===== config.mk =====
export PLATFORM = sky130hd
export DESIGN_NAME = cfg_diag_regs
export DESIGN_NICKNAME = d
export VERILOG_FILES = /design/src/cfg_diag_pkg.sv /design/src/pin_cell.sv /design/src/cfg_diag_regs.sv
export VERILOG_INCLUDE_DIRS = /design/src
export SDC_FILE = /design/constraint.sdc
export NUM_CORES = 1
export LEC_CHECK = 0
export BUFFER_PORTS_ARGS = -buffer_cell sky130_fd_sc_hd__buf_4
export CAP_MARGIN = 0
export CORE_ASPECT_RATIO = 2
export CORE_MARGIN = 2
export CORE_UTILIZATION = 40
export DETAILED_ROUTE_END_ITERATION = 10
export PLACE_DENSITY_LB_ADDON = 0.3
export SLEW_MARGIN = 20
export SYNTH_ARGS = -nofsm -noshare
export SYNTH_HDL_FRONTEND = slang
export SYNTH_SLANG_ARGS = --single-unit

===== constraint.sdc =====
create_clock -name mclk -period 1.3 [get_ports mclk]
set_input_delay 0.13 -clock mclk [delete_from_list [all_inputs] [get_ports mclk]]
set_output_delay 0.13 -clock mclk [all_outputs]
set_load 0.02 [all_outputs]

===== src/cfg_diag_consts.svh =====
// Offsets, field positions, reset values and widths for the pin data and diagnostic registers.
`ifndef CFG_DIAG_CONSTS_SVH
`define CFG_DIAG_CONSTS_SVH
`define PIN_DATA_OFFSET 8'hB6
`define DIAG0_OFFSET 8'hC0
`define PIN_DIR_OFFSET 8'hB4
`define PIN_COUNT 5
`define PIN_DATA_MASK 16'h001F
`define DIAG0_RESET 32'h00000001
`define DIAG0_BUS_HI 31
`define DIAG0_BUS_LO 24
`define DIAG0_DEV_HI 23
`define DIAG0_DEV_LO 19
`define DIAG0_ALT_ERR_BIT 18
`define DIAG0_CFG_MEM_BIT 2
`define DIAG0_CLKREQ_BIT 0
`define DIAG0_RW_MASK 32'h0004CF87
`define DIAG0_LANES 4
`define LANE_BITS 8
`define DIAG0_RSVD_HI_HI 15
`define DIAG0_RSVD_HI_LO 14
`define DIAG0_RSVD_MID_HI 11
`define DIAG0_RSVD_MID_LO 7
`define DIAG0_RSVD_LO_BIT 1
`define ALT_ERR_RESET 1'b0
`define CFG_MEM_RESET 1'b0
`define CLKREQ_RESET 1'b1
`define RSVD_HI_RESET 2'h0
`define RSVD_MID_RESET 5'h00
`define RSVD_LO_RESET 1'b0
`define ZERO16 16'h0000
`define ZERO32 32'h00000000
`endif


===== src/cfg_diag_pkg.sv =====
// Types shared by the pin data and diagnostic register logic.
package cfg_diag_pkg;
	typedef struct packed {
		logic rd;
		logic wr;
		logic [7:0] addr;
		logic [31:0] wdata;
		logic [3:0] be;
	} cfg_req_s;
	typedef struct packed {
		logic [7:0] bus_number;
		logic [4:0] device_number;
	} captured_id_s;
	typedef enum logic [1:0] {
		RESET_HOLD,
		RUNNING
	} reset_state_e;
endpackage


===== src/pin_cell.sv =====
// One general-purpose pin: direction, output latch and read-back selection.
`timescale 1ns/100ps
`include "cfg_diag_consts.svh"
module pin_cell (
	input wire logic mclk,
	input wire logic rst_b,
	input wire logic soft_reset,
	input wire logic dir_wr,
	input wire logic dir_wdata,
	input wire logic data_wr,
	input wire logic data_wdata,
	input wire logic secondary_fn,
	input wire logic pin_in,
	output logic pin_out,
	output logic pin_oe,
	output logic dir_bit,
	output logic read_bit
);
	logic dir_reg;
	logic dir_next;
	logic out_reg;
	logic out_next;

	always_comb begin
		dir_next = dir_reg;
		out_next = out_reg;
		if (soft_reset) begin
			dir_next = 1'b0;
			out_next = 1'b0;
		end else begin
			if (dir_wr) begin
				dir_next = dir_wdata;
			end
			if (data_wr && dir_reg && !secondary_fn) begin
				out_next = data_wdata;
			end
		end
	end

	always_ff @(posedge mclk or negedge rst_b) begin
		if (!rst_b) begin
			dir_reg <= 1'b0;
			out_reg <= 1'b0;
		end else begin
			dir_reg <= dir_next;
			out_reg <= out_next;
		end
	end

	assign pin_out = out_reg;
	assign pin_oe = dir_reg && !secondary_fn;
	assign dir_bit = dir_reg;
	assign read_bit = (dir_reg && !secondary_fn) ? out_reg : pin_in;
endmodule // pin_cell


===== src/cfg_diag_regs.sv =====
// Pin data register and transaction-layer diagnostic register 0 behind configuration accesses.
//
// Functional notes
// - Input-mode pin data bits read pin level.
// - Output-mode write sets driven pin level.
// - Pin data bits 15:5 read zero.
// - Link, global, power-on resets restore defaults, except bit 18.
// - Bits 31:24 show captured bus number.
// - Bits 23:19 show captured device number.
// - Bit 18 selects alternate error reporting.
// - Read-only reserved diagnostic fields read zero.
// - Bit 2 enables config access memory registers.
// - Bit 0 holds clock request asserted.
// - Writes ignored for input or secondary pins.
// - Direction register, input default at reset.
`timescale 1ns/100ps
`include "cfg_diag_consts.svh"
module cfg_diag_regs
	import cfg_diag_pkg::*;
(
	input wire logic mclk,
	input wire logic rst_b,
	input wire logic link_reset,
	input wire logic global_reset_input,
	input wire logic power_on_reset,
	input wire cfg_req_s cfg_req,
	output logic [31:0] cfg_rdata,
	output logic cfg_ack,
	input wire captured_id_s captured_id,
	input wire logic [4:0] secondary_fn,
	input wire logic [4:0] pin_in,
	output logic [4:0] pin_out,
	output logic [4:0] pin_oe,
	input wire logic clock_request_internal,
	output logic clock_request_out,
	output logic alternate_error_method_select,
	output logic cfg_mem_access_enable
);
	logic soft_reset;
	logic any_req;
	logic pin_data_hit;
	logic pin_dir_hit;
	logic diag_hit;
	logic data_wr;
	logic dir_wr;
	logic diag_wr;
	logic [31:0] lane_merge;
	logic alt_err_reg;
	logic alt_err_next;
	logic cfg_mem_reg;
	logic cfg_mem_next;
	logic clkreq_reg;
	logic clkreq_next;
	logic [1:0] rsvd_hi_reg;
	logic [1:0] rsvd_hi_next;
	logic [4:0] rsvd_mid_reg;
	logic [4:0] rsvd_mid_next;
	logic rsvd_lo_reg;
	logic rsvd_lo_next;
	logic [31:0] diag_view;
	logic [31:0] rdata_reg;
	logic [31:0] rdata_next;
	logic ack_reg;
	logic ack_next;
	logic [4:0] dir_bits;
	logic [4:0] read_bits;
	logic [15:0] pin_view;
	logic [15:0] dir_view;

	assign soft_reset = link_reset || global_reset_input || power_on_reset;
	assign any_req = cfg_req.rd || cfg_req.wr;

	// Offsets are decoded once so that the write strobes and the read mux agree.
	always_comb begin
		pin_data_hit = 1'b0;
		pin_dir_hit = 1'b0;
		diag_hit = 1'b0;
		if (cfg_req.addr == `PIN_DATA_OFFSET) begin
			pin_data_hit = 1'b1;
		end else if (cfg_req.addr == `PIN_DIR_OFFSET) begin
			pin_dir_hit = 1'b1;
		end else if (cfg_req.addr == `DIAG0_OFFSET) begin
			diag_hit = 1'b1;
		end
	end

	assign data_wr = cfg_req.wr && pin_data_hit && cfg_req.be[0];
	assign dir_wr = cfg_req.wr && pin_dir_hit && cfg_req.be[0];
	assign diag_wr = cfg_req.wr && diag_hit;

	// Each pin keeps its own direction bit and output latch.
	genvar i;
	generate
		for (i = 0; i < `PIN_COUNT; i = i + 1) begin : g_pin
			pin_cell u_pin (
				.mclk(mclk),
				.rst_b(rst_b),
				.soft_reset(soft_reset),
				.dir_wr(dir_wr),
				.dir_wdata(cfg_req.wdata[i]),
				.data_wr(data_wr),
				.data_wdata(cfg_req.wdata[i]),
				.secondary_fn(secondary_fn[i]),
				.pin_in(pin_in[i]),
				.pin_out(pin_out[i]),
				.pin_oe(pin_oe[i]),
				.dir_bit(dir_bits[i]),
				.read_bit(read_bits[i])
			);
		end
	endgenerate

	assign pin_view = {11'h000, read_bits} & `PIN_DATA_MASK;
	assign dir_view = {11'h000, dir_bits} & `PIN_DATA_MASK;

	// A diagnostic byte whose lane is not enabled keeps its current contents.
	genvar lane;
	generate
		for (lane = 0; lane < `DIAG0_LANES; lane = lane + 1) begin : g_lane
			assign lane_merge[lane*`LANE_BITS +: `LANE_BITS] = cfg_req.be[lane] ?
				cfg_req.wdata[lane*`LANE_BITS +: `LANE_BITS] : diag_view[lane*`LANE_BITS +: `LANE_BITS];
		end
	endgenerate

	// The view is rebuilt from the field registers and captured_id, so a read-only reserved bit can never hold a one.
	always_comb begin
		diag_view = `ZERO32;
		diag_view[`DIAG0_BUS_HI:`DIAG0_BUS_LO] = captured_id.bus_number;
		diag_view[`DIAG0_DEV_HI:`DIAG0_DEV_LO] = captured_id.device_number;
		diag_view[`DIAG0_ALT_ERR_BIT] = alt_err_reg;
		diag_view[`DIAG0_RSVD_HI_HI:`DIAG0_RSVD_HI_LO] = rsvd_hi_reg;
		diag_view[`DIAG0_RSVD_MID_HI:`DIAG0_RSVD_MID_LO] = rsvd_mid_reg;
		diag_view[`DIAG0_CFG_MEM_BIT] = cfg_mem_reg;
		diag_view[`DIAG0_RSVD_LO_BIT] = rsvd_lo_reg;
		diag_view[`DIAG0_CLKREQ_BIT] = clkreq_reg;
	end

	// Error method select.
	// This bit carries no reset mark, so only the pin reset clears it.
	// Writes that meet a soft reset are dropped like every other field.
	always_comb begin
		alt_err_next = alt_err_reg;
		if (diag_wr && !soft_reset) begin
			alt_err_next = lane_merge[`DIAG0_ALT_ERR_BIT];
		end
	end

	always_ff @(posedge mclk or negedge rst_b) begin
		if (!rst_b) begin
			alt_err_reg <= `ALT_ERR_RESET;
		end else begin
			alt_err_reg <= alt_err_next;
		end
	end

	always_comb begin
		cfg_mem_next = cfg_mem_reg;
		if (soft_reset) begin
			cfg_mem_next = `CFG_MEM_RESET;
		end else if (diag_wr) begin
			cfg_mem_next = lane_merge[`DIAG0_CFG_MEM_BIT];
		end
	end

	always_ff @(posedge mclk or negedge rst_b) begin
		if (!rst_b) begin
			cfg_mem_reg <= `CFG_MEM_RESET;
		end else begin
			cfg_mem_reg <= cfg_mem_next;
		end
	end

	// Clock request hold.
	// Resets to one so that the clock is requested from power-up on.
	always_comb begin
		clkreq_next = clkreq_reg;
		if (soft_reset) begin
			clkreq_next = `CLKREQ_RESET;
		end else if (diag_wr) begin
			clkreq_next = lane_merge[`DIAG0_CLKREQ_BIT];
		end
	end

	always_ff @(posedge mclk or negedge rst_b) begin
		if (!rst_b) begin
			clkreq_reg <= `CLKREQ_RESET;
		end else begin
			clkreq_reg <= clkreq_next;
		end
	end

	// The writable reserved fields store what is written; software must keep them zero.
	// No logic depends on them, so a stray one only shows up on read-back.
	always_comb begin
		rsvd_hi_next = rsvd_hi_reg;
		if (soft_reset) begin
			rsvd_hi_next = `RSVD_HI_RESET;
		end else if (diag_wr) begin
			rsvd_hi_next = lane_merge[`DIAG0_RSVD_HI_HI:`DIAG0_RSVD_HI_LO];
		end
	end

	always_ff @(posedge mclk or negedge rst_b) begin
		if (!rst_b) begin
			rsvd_hi_reg <= `RSVD_HI_RESET;
		end else begin
			rsvd_hi_reg <= rsvd_hi_next;
		end
	end

	// The middle reserved field spans two byte lanes and merges per lane.
	always_comb begin
		rsvd_mid_next = rsvd_mid_reg;
		if (soft_reset) begin
			rsvd_mid_next = `RSVD_MID_RESET;
		end else if (diag_wr) begin
			rsvd_mid_next = lane_merge[`DIAG0_RSVD_MID_HI:`DIAG0_RSVD_MID_LO];
		end
	end

	always_ff @(posedge mclk or negedge rst_b) begin
		if (!rst_b) begin
			rsvd_mid_reg <= `RSVD_MID_RESET;
		end else begin
			rsvd_mid_reg <= rsvd_mid_next;
		end
	end

	always_comb begin
		rsvd_lo_next = rsvd_lo_reg;
		if (soft_reset) begin
			rsvd_lo_next = `RSVD_LO_RESET;
		end else if (diag_wr) begin
			rsvd_lo_next = lane_merge[`DIAG0_RSVD_LO_BIT];
		end
	end

	always_ff @(posedge mclk or negedge rst_b) begin
		if (!rst_b) begin
			rsvd_lo_reg <= `RSVD_LO_RESET;
		end else begin
			rsvd_lo_reg <= rsvd_lo_next;
		end
	end

	// Reads answer one cycle after the request; unmapped offsets read zero.
	// Output-mode pins read back their latch rather than the pad level.
	always_comb begin
		rdata_next = rdata_reg;
		if (cfg_req.rd) begin
			if (pin_data_hit) begin
				rdata_next = {`ZERO16, pin_view};
			end else if (pin_dir_hit) begin
				rdata_next = {`ZERO16, dir_view};
			end else if (diag_hit) begin
				rdata_next = diag_view;
			end else begin
				rdata_next = `ZERO32;
			end
		end
	end

	// The pin level seen by software is the one present at the request edge.
	always_ff @(posedge mclk or negedge rst_b) begin
		if (!rst_b) begin
			rdata_reg <= `ZERO32;
		end else begin
			rdata_reg <= rdata_next;
		end
	end

	// Every access is acknowledged, even one that a soft reset swallows.
	always_comb begin
		ack_next = any_req;
	end

	always_ff @(posedge mclk or negedge rst_b) begin
		if (!rst_b) begin
			ack_reg <= 1'b0;
		end else begin
			ack_reg <= ack_next;
		end
	end

	assign cfg_rdata = rdata_reg;
	assign cfg_ack = ack_reg;
	assign alternate_error_method_select = alt_err_reg;
	assign cfg_mem_access_enable = cfg_mem_reg;
	// Force clock request.
	// The internal request still works while the hold bit is clear.
	assign clock_request_out = clkreq_reg || clock_request_internal;
endmodule // cfg_diag_regs


# After elaboration in Yosys (flattened, before gate mapping)
# Index checks and enable logic that the tools add are counted.
# op_classes
eq_ne	3
n_mux	46
reduce_logical	43
# ops
op	n
$mux W32	3
$mux W1	37
$eq A8 B8 Y1 const B	3
$logic_and A1 B1 Y1	21
$reduce_bool A2 Y1	9
$mux W8	2
$mux W5	2
$logic_not A1 Y1	6
$reduce_and A2 Y1	3
$logic_or A1 B1 Y1	4
$mux W2	2
# totals
regBits	54
input_bits	75
output_inout_bits	46
wordCells	111

# Longest topological paths before layout
# Gate-level depths: netlist of run 1.
# logic_depth
word_depth	8
ltp_mapped	6
ltp_nobuf	4

# Modules after synthesis
# From an unflattened synthesis of run 1, not the netlist that was laid out.
# unflattened
hier_cells	185
area_unflattened_um2	2342.2
# modules_own_cells
module	n_inst	cells_per_inst	area_each_um2	seq_area_each_um2
cfg_diag_regs	1	135	1729.2	952.2
pin_cell	5	10	122.6	50.0

# Worst setup path before layout of run 1
# Ideal clock, no wire load.
# synth_timing
kind	input to register
from	input port cfg_req[39] (netlist bit)
to	register alt_err_reg (netlist: alternate_error_method_select)
setup_ps	128
t_arrival_ps	1121
required_ps	1172
setup_slack_ps	51
path_stages	4
n_path_buf	0
cell_sequence	nor4b_2 -> nand2_1 -> nor3_2 -> mux2_1
# synth_between
elab_chain_len	7
elab_cells_between_ends	9
classes_between	eq/ne (3); mux (3); reduce/logical (3)
# synth_rtl
item	line_no	text
from (decl)	cfg_diag_regs.sv:26	input wire cfg_req_s cfg_req,
$eq A8 B8 Y1 (no source line)	n/a	
$mux W1	cfg_diag_regs.sv:82	end else if (cfg_req.addr == `DIAG0_OFFSET) begin
$mux W1	cfg_diag_regs.sv:80	end else if (cfg_req.addr == `PIN_DIR_OFFSET) begin
$mux W1 (*)	cfg_diag_regs.sv:78	if (cfg_req.addr == `PIN_DATA_OFFSET) begin
$logic_and A1 B1 Y1 (*)	cfg_diag_regs.sv:89	assign diag_wr = cfg_req.wr && diag_hit;
$logic_and A1 B1 Y1 (*)	cfg_diag_regs.sv:143	if (diag_wr && !soft_reset) begin
$reduce_and A2 Y1 (no source line) (*)	n/a	
to (signal assigned)	cfg_diag_regs.sv:150	alt_err_reg <= `ALT_ERR_RESET;
to (signal assigned)	cfg_diag_regs.sv:152	alt_err_reg <= alt_err_next;
to (decl)	cfg_diag_regs.sv:48	logic alt_err_reg;
# Every way passes the cells marked *; elsewhere a longest branch is shown, timed or not.
# A chain may end at the register's enable or synchronous reset.

# Worst setup path in the final report of run 1
# layout_timing
from	register g_pin[1].u_pin.dir_reg
to	output port pin_oe[1]
# layout_between
elab_chain_len	1
# layout_rtl
item	line_no	text
from (decl)	pin_cell.sv:19	logic dir_reg;
from (signal assigned)	pin_cell.sv:45	dir_reg <= dir_next;
$logic_and A1 B1 Y1	pin_cell.sv:51	assign pin_oe = dir_reg && !secondary_fn;
to (decl)	cfg_diag_regs.sv:33	output logic [4:0] pin_oe,
# No other way between the ends.

==> results of run 1 <==
-- placed cells by master, fill, tap and decap left out, types with 2 or more instances in the layout --
master	Yosys	final
a2111oi_2	0	2
a21o_1	2	2
a21oi_1	5	5
a22o_1	5	5
a31oi_1	3	3
and2_1	3	3
and4b_1	2	2
buf_4	18	115
clkbuf_16	0	5
conb_1	1	6
dfrtp_1	47	47
inv_1	5	5
mux2i_1	19	19
nand2_1	25	25
nand3_1	4	4
nand4_1	5	5
nor2_1	19	19
nor2b_1	5	3
nor4b_2	2	2
o21ai_0	4	4
o2bb2ai_1	24	24
or2_2	2	2
-- routing by layer --
layer  track usage (%)  vias to the layer above  wire length, um
met5                 0                        -                0
met4              6.51                        0              112
met3              3.46                        8              296
met2              34.2                       58             3340
met1              22.7                      971             2210
li1                  -                      957                -
-- critical path: stages (launching register included) --
cell and delay, ns:
dfrtp_1 0.37, nor2b_1 0.21, buf_4 0.14, buf_4 0.13
-- power breakdown --
part	internal, W	switching, W
clock network	0.000963	0.000556
registers	0.00150	0.00000154
logic	0.000147	0.000158
-- worst paths after layout --
check,slack [ns],cells past startpoint,to,startpoint
worst max-delay path,0.04,3,pin_oe[1],g_pin[1].u_pin.dir_bit$_DFFE_PN0P_
worst min-delay path,0.06,2,alternate_error_method_select$_DFFE_PN0P_,cfg_req[22]
worst max register to register,0.08,4,cfg_rdata[1]$_DFFE_PN0P_,g_pin[1].u_pin.dir_bit$_DFFE_PN0P_
worst min register to register,0.49,1,cfg_rdata[14]$_DFFE_PN0P_,cfg_rdata[14]$_DFFE_PN0P_
max in group asynchronous,0.49,2,cfg_rdata[23]$_DFFE_PN0P_,rst_b
min in group asynchronous,0.39,2,g_pin[4].u_pin.pin_out$_DFFE_PN0P_,rst_b
-- stage by stage --
stage	setup WS [ns]	utilization, %	hold WS, ns	power [W]	cells
after global routing	0.00793	58.3	0.0687	0.00343	382
final	0.0362	58.3	0.0647	0.00332	382
after CTS	0.000232	57.9	0.0646	0.00336	382
after floorplan	0.0510	-	-0.166	0.00164	228
after detailed placement	-0.191	54.6	0.187	0.00183	373
after global placement	-0.155	54.6	0.181	0.00182	373
-- repair_timing --
item | CTS | global route
resized for setup | 2 | 5
endpoints found under the setup margin | 2 | 7
pin swaps | 0 | 2
hold buffers | 1 | 0
hold endpoints to repair | 47 | 0
-- layout make-up --
class                           instances  share of cell area, %
Sequential cell                        48                   36.1
Multi-Input combinational cell        144                   29.4
Timing Repair Buffer                  116                   26.3
Clock buffer                            6                   4.17
Tap cell                               61                   2.29
Clock inverter                          2                   1.17
Inverter                                5                  0.564
-- kinds of logic (layout without fill, tap and decap cells) --
logic type	count (synthesis)	count (layout)	share of synthesized area (%)
AO/OA/AOI/OAI	45	45	14.9
buffers and inverters	36	129	8.80
AND/OR/NAND/NOR	73	73	16.3
multiplexers	20	20	8.59
flip-flops	48	48	51.3
other	1	6	0.160
==> impl_metrics.toml, run 1 <==
[outcome]
status = "finished clean"

[synthesis]
yosys_warnings = 0
postSynth.asyncResetShare_pct = 100
yosysMostFrequentCell = "dfrtp_1"
synth_flop_cell = "dfrtp_1"
ys_seq_area_share_pct = 51.3
synth_edf_count = 0
synth_cells = 223
synthTopCellsByCount = "dfrtp_1, nand2_1, o2bb2ai_1"
synth_top_area_share_pct = 50.1
synth_seq_cells = 48
syn_area_um2 = 2350
avgSynthCellArea_um2 = 10.5
synth_cell_types = 31
yosys.area.top_type = "dfrtp_1"
yosys-top-cells-area = "dfrtp_1, o2bb2ai_1, mux2i_1"

[floorplan]
start_util_pct = 41.1
fp.dieH_um = 112
core_um2 = 5710
die_width_um = 58.2
design.die.area_um2 = 6530
io_pins = 121
rows = 39

[timing]
rsz0062_at_grt = "no"
hold_viol = 0
skew_ns = 0.00530
worst_pin_slew_ns = 0.604
min_period_over_period_pct = 97.2
setup_viol = 0
fmax_mhz = 791
finalSetupTns_ns = 0
drv_slew = 0
slew_headroom_pct = 59.8
fin_crit_ns = 1.26

[setup_path]
end_kind = "output pin"
startpoint_type = "flop"
arrival_ns = 1.13
critical_path_class = "flop to output pin"
cp_max_fo = 3
required_ns = 1.17

[clocking]
cts.path.max_buffers = 2
cts_buffers = 5
postCtsSetupRepairBufs = 0
htree_levels = 2
insertion_delay_ns = 0.29
clkTransAtPathRegs_ns = 0.07
cts_tree = "done"
clock-sinks = 48
ctsRootBufferMaster = "clkbuf_16"

[final_layout]
area.sequential_um2 = 1200
syn_to_final_growth_pct = 41.8
multiInputGateArea_um2 = 978
fin_nets = 395
antennaDiodeCount = 0
num-fill-cells = 524
stdcell_area_um2 = 3330
layout-drive-gt1-share_pct = 41.7
largest_register_ff_count = 26

[placed_design]
placed_area_um2 = 3120
place.gp.congestion = 0.730
dp_hpwl_um = 4470
numPortBuffers = 94

[detailed_routing]
wl_per_cell_um = 15.6
dr.pass1.iters = 4
vias = 1994
drt_iter0_drc = 48
drtAntennaViolNets = 0
drc = 0
vias_per_cell = 5.22
finalWirelength_um = 5960

[global_routing]
grt_pass1_vias = 2029
grt_max_degree = 49
antenna_found_initial = 0
grt_pass1_wl_um = 9720
grt_usage_pct = 19.3
grt-ovfl-total = 0

[power]
ir_drop_mv = 1.17
p_per_area_nw_per_um2 = 999
power.leakage_nw = 1.62

[worst_hold_path]
holdCritPathClass = "input pin to flop"

[flow_run]
max-cap-violations = 0
Note: power is estimated with default switching activity, not from simulation.
==> run 2, diff against run 1 <==
- CORE_UTILIZATION: 40 -> 41
==> run 2 against run 1 <==
  * First-iteration DRC count fell by 42%
  * Cell area decreased by 0.34%
  * Clock skew fell by 0.0017 ns
  * Critical endpoint is now pin_oe[3]
  * Largest cell class unchanged
  * Highest routed layer unchanged
==> impl_metrics.toml, run 2 (synthesized netlist as in run 1, its figures left out) <==
[detailed_routing]
dr.pass1.iters = 4
drc = 0
vias_per_cell = 5.25
drt_iter0_drc = 28
wl_per_cell_um = 15.3
drtAntennaViolNets = 0
vias = 2017
finalWirelength_um = 5860

[setup_path]
crit_start = "g_pin[3].u_pin.dir_bit$_DFFE_PN0P_"
cp_max_fo = 2
worstReg2RegStart = "g_pin[3].u_pin.dir_bit$_DFFE_PN0P_"
end_kind = "output pin"
required_ns = 1.17
arrival_ns = 1.14
critical_path_class = "flop to output pin"
startpoint_type = "flop"

[power]
ir_drop_mv = 0.969
power.leakage_nw = 1.62
p_total_w = 0.00309
p_per_area_nw_per_um2 = 931

[final_layout]
syn_to_final_growth_pct = 41.3
antennaDiodeCount = 0
utilization_pct = 59.1
largest_register_ff_count = 26
fin_nets = 397
final_cell_mix = "buf_4, dfrtp_1, nand2_1"
final_common_cell = "buf_4"
num-fill-cells = 499
layout-drive-gt1-share_pct = 42.4

[clocking]
insertion_delay_ns = 0.29
cts.path.max_buffers = 2
clock-sinks = 48
cts_buffers = 5
clkTransAtPathRegs_ns = 0.06
ctsRootBufferMaster = "clkbuf_16"
htree_levels = 2
cts_tree = "done"

[timing]
skew_ns = 0.00359
fin_crit_ns = 1.27
hold_viol = 0
setup_viol = 0
worst_pin_slew_ns = 0.608
finalSetupTns_ns = 0
slew_headroom_pct = 59.5
drv_slew = 0
min_period_over_period_pct = 98.0
worst_slack_ns = 0.0258
whs_ns = 0.0621
fmax_mhz = 785

[global_routing]
grt_max_degree = 49
grt_pass1_vias = 2018
grt_pass1_wl_um = 9610
antenna_found_initial = 0
grt_usage_pct = 19.1
grt-ovfl-total = 0

[worst_hold_path]
holdCritPathClass = "input pin to flop"
min_from = "cfg_req[22]"

[placed_design]
numPortBuffers = 94
dp_slack_ns = -0.217
place.gp.congestion = 0.827
dp_hpwl_um = 4480

[floorplan]
start_util_pct = 41.8
core_um2 = 5610
design.die.area_um2 = 6380
io_pins = 121
rows = 39
fp.dieH_um = 111
die_width_um = 57.5

[flow_run]
max-cap-violations = 0

[outcome]
status = "finished clean"
[run 2: cell types whose count changed in the layout (fill, tap and decap cells not counted), sizes merged]
cell / previous run / this run
buf: 115 / 117
bufinv: 1 / 0
clkinv: 1 / 2
[run 2: repair_timing]
action / in CTS / in global routing
hold endpoints to repair: 47 / 0
endpoints found under the setup margin: 2 / 6
buffers inserted: 0 / 0
hold buffers: 1 / 0
pin swaps: 0 / 2
gates resized for setup: 2 / 6
[run 2: power by group]
group	switching, W	internal, W	total (W)
logic	0.000159	0.000150	0.000309
registers	0.00000177	0.00150	0.00150
clock network	0.000522	0.000758	0.00128
total	0.000683	0.00240	0.00309
[run 2: layout make-up]
class,count,area (um2),area share (%)
Clock inverter,2,10.0,0.302
Sequential cell,48,1200,36.3
Timing Repair Buffer,118,888,26.8
Multi-Input combinational cell,144,981,29.6
Clock buffer,6,139,4.19
Inverter,5,18.8,0.566
Tap cell,61,76.3,2.30
[run 2: critical path, stage by stage (launching register included)]
cell     delay (ns)
dfrtp_1        0.34
nor2b_1        0.24
buf_4          0.16
buf_4          0.13
[run 2: through the flow]
stage	cell area, um2	cells
6_report	3320	384
5_1_grt	3320	384
4_1_cts	3290	384
3_5_place_dp	3130	375
3_3_place_gp	3130	375
2_1_floorplan	2360	228
[run 2: per-layer routing]
metal | GRT usage (%) | routed length [um] | vias up
met5 | 0 | 0 | -
met4 | 6.51 | 96 | 0
met3 | 3.97 | 417 | 6
met2 | 31.6 | 3070 | 77
met1 | 24.2 | 2270 | 975
li1 | - | - | 959
[run 2: worst paths after layout]
check	end	slack [ns]	cells past startpoint
worst max-delay path	pin_oe[3]	0.03	3
worst min-delay path	alternate_error_method_select$_DFFE_PN0P_	0.06	2
worst max register to register	cfg_rdata[3]$_DFFE_PN0P_	0.08	4
worst min register to register	cfg_rdata[14]$_DFFE_PN0P_	0.49	1
max in group asynchronous	cfg_rdata[27]$_DFFE_PN0P_	0.49	2
min in group asynchronous	g_pin[3].u_pin.pin_out$_DFFE_PN0P_	0.40	2
